## config.mk

```make
export PLATFORM = sky130hd
export DESIGN_NAME = ddc_port
export DESIGN_NICKNAME = d
export VERILOG_FILES = /design/src/design/ddc_pkg.sv /design/src/design/ddc_sync.sv /design/src/design/ddc_port.sv
export VERILOG_INCLUDE_DIRS = /design/src /design/src/design
export SDC_FILE = /design/constraint.sdc
export NUM_CORES = 1
export LEC_CHECK = 0
export ABC_AREA = 0
export BUFFER_PORTS_ARGS = -buffer_cell sky130_fd_sc_hd__buf_4
export CAP_MARGIN = 25
export CORE_MARGIN = 4
export CORE_UTILIZATION = 30
export DETAILED_ROUTE_END_ITERATION = 7
export PLACE_DENSITY = 0.43
export SLEW_MARGIN = 15
export SYNTH_ARGS = -nofsm -noshare
export SYNTH_HDL_FRONTEND = slang
export SYNTH_HIERARCHICAL = 1
export SYNTH_SLANG_ARGS = --single-unit
export TNS_END_PERCENT = 50
```

## constraint.sdc

```tcl
create_clock -name clk -period 1.9 [get_ports clk]
set_input_delay 0.57 -clock clk [delete_from_list [all_inputs] [get_ports clk]]
set_output_delay 0.57 -clock clk [all_outputs]
set_load 0.01 [all_outputs]
```

## src/design/ddc_defines.svh

```systemverilog
// Constants for the dual converter serial command port.
`ifndef DDC_DEFINES_SVH
`define DDC_DEFINES_SVH
`define DDC_WORD_BITS          16
`define DDC_CODE_BITS          8
`define DDC_POWER_DOWN_POS     12
`define DDC_LOAD_ENABLE_POS    11
`define DDC_DEFERRED_POS       10
`define DDC_CHAN_B_POS         9
`define DDC_CHAN_A_POS         8
`define DDC_CODE_RESET         8'h00
`define DDC_WORD_RESET         16'h0000
`define DDC_SCLK_MAX_HZ        10000000
`endif

```

## src/design/ddc_pkg.sv

```systemverilog
// Types shared by the dual converter serial command port.
package ddc_pkg;
   typedef struct packed {
      logic       power_down_bit;
      logic       converter_load_enable_bit;
      logic       deferred_update_select_bit;
      logic       channel_b_select_bit;
      logic       channel_a_select_bit;
      logic [7:0] data;
   } ddc_cmd_t;

   typedef struct packed {
      logic [7:0] input_code;
      logic [7:0] conv_code;
      logic       shutdown;
   } ddc_chan_t;

   typedef enum logic [1:0] {
      DDC_IDLE,
      DDC_SHIFT,
      DDC_WAIT_LOAD
   } ddc_state_t;
endpackage

```

## src/design/ddc_sync.sv

```systemverilog
// Two-flop synchroniser for one link pin.
module ddc_sync
   import ddc_pkg::*;
(
   input  wire logic clk,
   input  wire logic reset,
   input  wire logic rst_val,
   input  wire logic pin,
   output logic      sync_q
);
   logic meta_q;

   always_ff @(posedge clk)
   begin
      if (reset)
      begin
         // Reset to the pin's idle level so that release shows no edge.
         meta_q <= rst_val;
         sync_q <= rst_val;
      end
      else
      begin
         meta_q <= pin;
         sync_q <= meta_q;
      end
   end
endmodule

```

## src/design/ddc_port.sv

```systemverilog
// Serial command port and channel registers of the dual converter.
// Overview of operation
// Reset clears all input and converter registers to zero.
// Bits shift in only while chip select is held low.
// Each serial clock rising edge shifts data-in into a 16-bit register.
// The command runs on the chip select rising edge, not before.
// Deferred update copies input to converter on load strobe fall.
// Each channel keeps separate input and converter registers.
// Each channel holds its own shutdown state.
// Eight-bit codes per channel; output follows the converter register.
// Host keeps the serial clock at or below 10 MHz.
// Word is MSB first: three spare, control, address, eight data bits.
// Control bits act independently; power-down bit shuts addressed channels.
// Load enable updates converters now, or on strobe when deferred.
// Channel select bits load the data byte into input registers.
// Chip select rising after other counts acts on the last 16 bits.
`include "ddc_defines.svh"
module ddc_port
   import ddc_pkg::*;
(
   input  wire logic       clk,
   input  wire logic       reset,
   input  wire logic       cs_n,
   input  wire logic       sclk,
   input  wire logic       din,
   input  wire logic       load_strobe_n,
   output logic [7:0]      channel_a_output,
   output logic [7:0]      channel_b_output,
   output logic            channel_a_shutdown,
   output logic            channel_b_shutdown,
   output logic            load_pending
);
   // ------------------------------------------------------------
   // Latency and limits
   // ------------------------------------------------------------
   // Every link pin is sampled by clk, so each phase of the serial
   // clock and each data bit must stand for at least three clk
   // periods to be seen once and only once.
   // A command reaches the code and shutdown outputs four clk edges after chip select
   // is first sampled high: two in the synchroniser, one into the
   // channel registers and one into the output flops.
   // A load strobe fall takes the same path and the same time.
   // Frames shorter than sixteen bits are not refused; older bits
   // left at the top of the shift register are acted on as they stand.

   // ------------------------------------------------------------
   // Pin synchronisers
   // ------------------------------------------------------------
   logic cs_s;
   logic sclk_s;
   logic din_s;
   logic ld_s;
   logic cs_prev_q;
   logic sclk_prev_q;
   logic ld_prev_q;

   // Each synchroniser resets to the idle level of its pin, so the first
   // cycles after reset show no false chip select or strobe edge.
   ddc_sync u_cs (.clk(clk), .reset(reset), .rst_val(1'b1),
                  .pin(cs_n), .sync_q(cs_s));
   ddc_sync u_sck (.clk(clk), .reset(reset), .rst_val(1'b0),
                   .pin(sclk), .sync_q(sclk_s));
   ddc_sync u_din (.clk(clk), .reset(reset), .rst_val(1'b0),
                   .pin(din), .sync_q(din_s));
   ddc_sync u_ld (.clk(clk), .reset(reset), .rst_val(1'b1),
                  .pin(load_strobe_n), .sync_q(ld_s));

   // ------------------------------------------------------------
   // Edge detection
   // ------------------------------------------------------------
   // Data and serial clock pass equal synchronisers, so the bit read at
   // a detected rising edge is the one that stood on the pin at that edge.
   wire sclk_rise = sclk_s & ~sclk_prev_q;
   wire cs_rise   = cs_s & ~cs_prev_q;
   wire ld_fall   = ~ld_s & ld_prev_q;
   wire shift_en  = sclk_rise & ~cs_s;             // see R2

   // ------------------------------------------------------------
   // Shift register and command decode
   // ------------------------------------------------------------
   logic [15:0] shift_q;
   logic [15:0] shift_d;
   ddc_cmd_t    cmd;
   ddc_state_t  state_q;
   ddc_state_t  state_d;

   // Oldest bits fall off the top, so only the last 16 are kept.
   assign shift_d = shift_en ? {shift_q[14:0], din_s}
                             : shift_q;            // see R3 see R10
   assign cmd = ddc_cmd_t'(shift_q[12:0]);

   wire exec      = cs_rise;
   wire upd_now   = exec & cmd.converter_load_enable_bit
                  & ~cmd.deferred_update_select_bit;
   wire upd_later = exec & cmd.converter_load_enable_bit
                  & cmd.deferred_update_select_bit;
   // A strobe fall counts only while armed, so stray strobes are ignored.
   wire upd_strobe = (state_q == DDC_WAIT_LOAD) & ld_fall;

   // The machine remembers whether a frame is open and whether a deferred update is armed; the
   // shift register itself needs no state to collect bits.
   always_comb
   begin
      state_d = state_q;
      case (state_q)
         DDC_IDLE:
            if (~cs_s)
               state_d = DDC_SHIFT;
         DDC_SHIFT:
            if (upd_later)
               state_d = DDC_WAIT_LOAD;
            else if (exec)
               state_d = DDC_IDLE;
         DDC_WAIT_LOAD:
            // A new frame cancels a strobe still waiting.
            if (upd_strobe)
               state_d = DDC_IDLE;
            else if (~cs_s)
               state_d = DDC_SHIFT;
         default:
            state_d = DDC_IDLE;
      endcase
   end

   // ------------------------------------------------------------
   // Channel registers
   // ------------------------------------------------------------
   // A channel that is not addressed keeps its input code and shutdown.
   ddc_chan_t chan_q [2];
   wire       upd_conv = upd_now | upd_strobe;

   // Picks the select bit of one channel from a command word; the
   // input load and the shutdown write both use it.
   function automatic logic chan_hit(input ddc_cmd_t c,
                                     input logic     is_b);
      chan_hit = is_b ? c.channel_b_select_bit : c.channel_a_select_bit;
   endfunction

   genvar g;
   generate
      for (g = 0; g < 2; g++)
      begin : g_chan
         ddc_chan_t nx;
         wire load_in = exec & chan_hit(cmd, g == 1);
         always_comb
         begin
            nx = chan_q[g];
            if (load_in)
               nx.input_code = cmd.data;           // see R6
            if (load_in)
               nx.shutdown = cmd.power_down_bit;   // see R7
            // Converter copies the newly loaded code when both coincide.
            if (upd_conv)
               nx.conv_code = load_in & upd_now ? cmd.data
                                                : chan_q[g].input_code;
         end
         always_ff @(posedge clk)
         begin
            if (reset)
               chan_q[g] <= '0;
            else
               chan_q[g] <= nx;
         end
      end
   endgenerate

   // ------------------------------------------------------------
   // Sequential state and outputs
   // ------------------------------------------------------------
   always_ff @(posedge clk)
   begin
      if (reset)
      begin
         shift_q     <= `DDC_WORD_RESET;
         state_q     <= DDC_IDLE;
         // Idle levels, matching the synchronisers, so no edge at release.
         cs_prev_q   <= 1'b1;
         sclk_prev_q <= 1'b0;
         ld_prev_q   <= 1'b1;
      end
      else
      begin
         shift_q     <= shift_d;
         state_q     <= state_d;
         cs_prev_q   <= cs_s;
         sclk_prev_q <= sclk_s;
         ld_prev_q   <= ld_s;
      end
   end

   // Converter codes drive the outputs one cycle behind the channel
   // registers; the extra cycle keeps every output straight from a flop.
   always_ff @(posedge clk)
   begin
      if (reset)
      begin
         channel_a_output <= `DDC_CODE_RESET;
         channel_b_output <= `DDC_CODE_RESET;
      end
      else
      begin
         channel_a_output <= chan_q[0].conv_code;
         channel_b_output <= chan_q[1].conv_code;
      end
   end

   // Pending follows the next state so it rises with the arming edge.
   always_ff @(posedge clk)
   begin
      if (reset)
      begin
         channel_a_shutdown <= 1'b0;
         channel_b_shutdown <= 1'b0;
         load_pending       <= 1'b0;
      end
      else
      begin
         channel_a_shutdown <= chan_q[0].shutdown;
         channel_b_shutdown <= chan_q[1].shutdown;
         load_pending       <= (state_d == DDC_WAIT_LOAD);
      end
   end
endmodule

```

==> results.cfg <==
[floorplanning]
die_h_um = 106.8
start_util_pct = 31.24
io_pins = 25
core-area_sq_mm = 0.009371
fp.dieArea_sq_mm = 0.01140
rows = 35
fp.dieW_um = 106.8

[finish]
n_fill_cell = 997
drive_above_1_share_pct = 21.71
antenna_cells = 0
fin_cells = 456
final_nets = 328
area_delta_synth_final_pct = 19.32
final_util_pct = 37.28

[yosys]
ys_warn_count = 6
async_flop_share_pct = 0
avgSynthCellArea_sq_um = 9.959
ys.flop_type = dfxtp_1
synth_fa_ha_area_share_pct = 0
synth_most_common_cell = dfxtp_1
synth_xor_area_share_pct = 0
yosysSeqAreaShare_pct = 54.02
synth_compound_area_share_pct = 12.99
yosys.area_share.simple_pct = 19.15
synthCells = 294
yosysTopAreaCell = dfxtp_1
synth.distinct_cells = 29
synth_top_area_share_pct = 54.02
ys_ff_latch = 79
synthTopCellsByArea = dfxtp_1, mux2i_1, a311oi_2, nor2b_1, nand2_1
syn_area_sq_mm = 0.002928
synth_top_family_by_area = simple AND/OR/NAND/NOR gates
synthMuxAreaShare_pct = 9.231
synth_edf_count = 0
synth_common_cells = dfxtp_1, nand2_1, nor2b_1

[setup_path]
critPathRequiredTime_ns = 2.17
path_max_fanout = 11
arrival_ns = 1.74
endpoint_kind = register
crit_path_start_kind = register
reg2reg_setup_slack_ns = 0.43
worstReg2RegEnd = shift_q[2]$_SDFFE_PP0P_
timing.rr.start = u_cs/sync_q$_DFF_P_
reg2reg_depth = 5
path_class = reg2reg

[timing]
setup_viol = 0
setup_slack_ns = 0.4329
tightestPinTransition_ns = 0.5015
max_freq_ghz = 0.6816
rsz0062_at_grt = false
layout_worst_path_cycle_share_pct = 77.22
hold_viol_final = 0
setup-tns-final_ns = 0
fin_crit_ns = 1.467
maxSlewHeadroom_pct = 66.50
skew_ns = 0.01051
holdWs_ns = 0.4386
slew_violations = 0

[job]
drv_cap = 0

[clock_tree]
clk_latency_ns = 0.35
cts_resized = 0
ctsHtreeMaxLevel = 3
cts-root-buf = clkbuf_8
clk_pin_slew_ns = 0.07
cts_tree = built
clock-sinks = 79
postCtsHoldBufs = 0
cts_buffers = 9
post_cts_buffers = 0
clock_path_buffers = 2

[power]
ir_drop_mv = 0.3581
p_leak_nw = 1.371
power_density_mw_per_mm2 = 857.5

[detailed_routing]
vias = 2018
avgRoutedWirePerCell_um = 13.20
routed_wl_um = 6019
drt_iter0_markers = 72
postRouteAntennaNets = 0
firstDrtPassIters = 4
routed_via_density = 4.425
drc = 0

[global_routing]
first_global_vias = 1979
grt_max_degree = 45
grt-ovfl-total = 0
grt_usage_pct = 11.45
antenna_found_initial = 0
grt_pass1_wl_um = 10330

[placed_design]
hpwl_um = 3829
placement.io_buffers = 24
place_inst = 440
place.gp.congestion = 0.7450
pre_cts_slack_ns = 0.4568

[worst_hold_path]
hold-path-cell-count = 2
hold_path.startpoint = u_din/sync_q$_DFF_P_
min_path_type = reg2reg
hold_end = shift_q[0]$_SDFFE_PP0P_

[run_status]
outcome = finished, final reports clean
worst max-delay path by stage:
stage,from,endpoint,slack (ns),cells past startpoint
after floorplan,reset,chan_q[0][14]$_SDFFE_PP0P_,0.40,4
after global placement,u_cs/sync_q$_DFF_P_,shift_q[11]$_SDFFE_PP0P_,0.42,5
after detailed placement,u_cs/sync_q$_DFF_P_,shift_q[11]$_SDFFE_PP0P_,0.46,5
after CTS,u_cs/sync_q$_DFF_P_,shift_q[2]$_SDFFE_PP0P_,0.42,5
after global routing,shift_q[11]$_SDFFE_PP0P_,chan_q[1][6]$_SDFFE_PP0P_,0.30,4
final,u_cs/sync_q$_DFF_P_,shift_q[2]$_SDFFE_PP0P_,0.43,5
worst max-delay path, stage by stage (launching register included):
cell	delay, ns
dfxtp_1	0.32
buf_4	0.16
nor3b_1	0.45
buf_4	0.27
nand2_1	0.07
a21oi_1	0.13
cell type report:
class	instances	area (sq um)	share of cell area (%)
flip-flops and latches	79	1582	45.27
clock buffers	10	127.6	3.653
multi-input cells	194	1262	36.14
well taps	129	161.4	4.620
repair buffers	35	287.8	8.238
inverters	3	11.26	0.3223
clock inverters	6	61.31	1.755
stage by stage:
step / total power, mW / cell area, sq um
4_1_cts: 3.050 / 3493
2_1_floorplan: 1.798 / 2950
6_report: 2.995 / 3493
5_1_grt: 3.139 / 3493
3_5_place_dp: 1.837 / 3304
3_3_place_gp: 1.836 / 3304
layout by cell type, fill, tap and decap left out, types with 3 or more instances in the layout:
cell | Yosys | layout
nand2_1 | 27 | 27
buf_4 | 2 | 33
mux2i_1 | 18 | 18
dfxtp_1 | 79 | 79
nand3_1 | 16 | 16
a21oi_1 | 14 | 14
or2_1 | 3 | 3
mux2_2 | 8 | 8
clkbuf_8 | 0 | 9
nor2b_1 | 20 | 20
a311oi_1 | 6 | 6
nor2_1 | 19 | 19
a311oi_2 | 10 | 10
nor3_1 | 17 | 17
o21ai_0 | 16 | 16
conb_1 | 2 | 8
clkinv_2 | 0 | 3
registers in the layout (all words and copies together) (netlist names), 2 cells and up:
signal            count
channel_a_output      8
chan_q               34
shift_q              13
channel_b_output      8
state_q               2
routing by layer:
metal  vias to the layer above  global-route usage [%]  routed length [um]
li1                       1065                       -                   -
met1                       918                   16.35                3062
met2                        30                   16.41                2657
met3                         5                   3.733                 243
met4                         0                   3.288                  56
met5                         -                       0                   0
power breakdown:
group	total (mW)	switching (mW)	internal, mW
Clock	1.20	0.597	0.603
Sequential	1.70	0.0176	1.68
Combinational	0.101	0.0573	0.0434
logic make-up (layout without fill, tap and decap cells):
group | count (synthesis) | count (layout)
buffers and inverters | 27 | 54
muxes | 26 | 26
DFF | 79 | 79
AOI/OAI and AO/OA | 49 | 49
and+or+nand+nor | 111 | 111
other | 2 | 8
(Power assumes the default switching activity.)
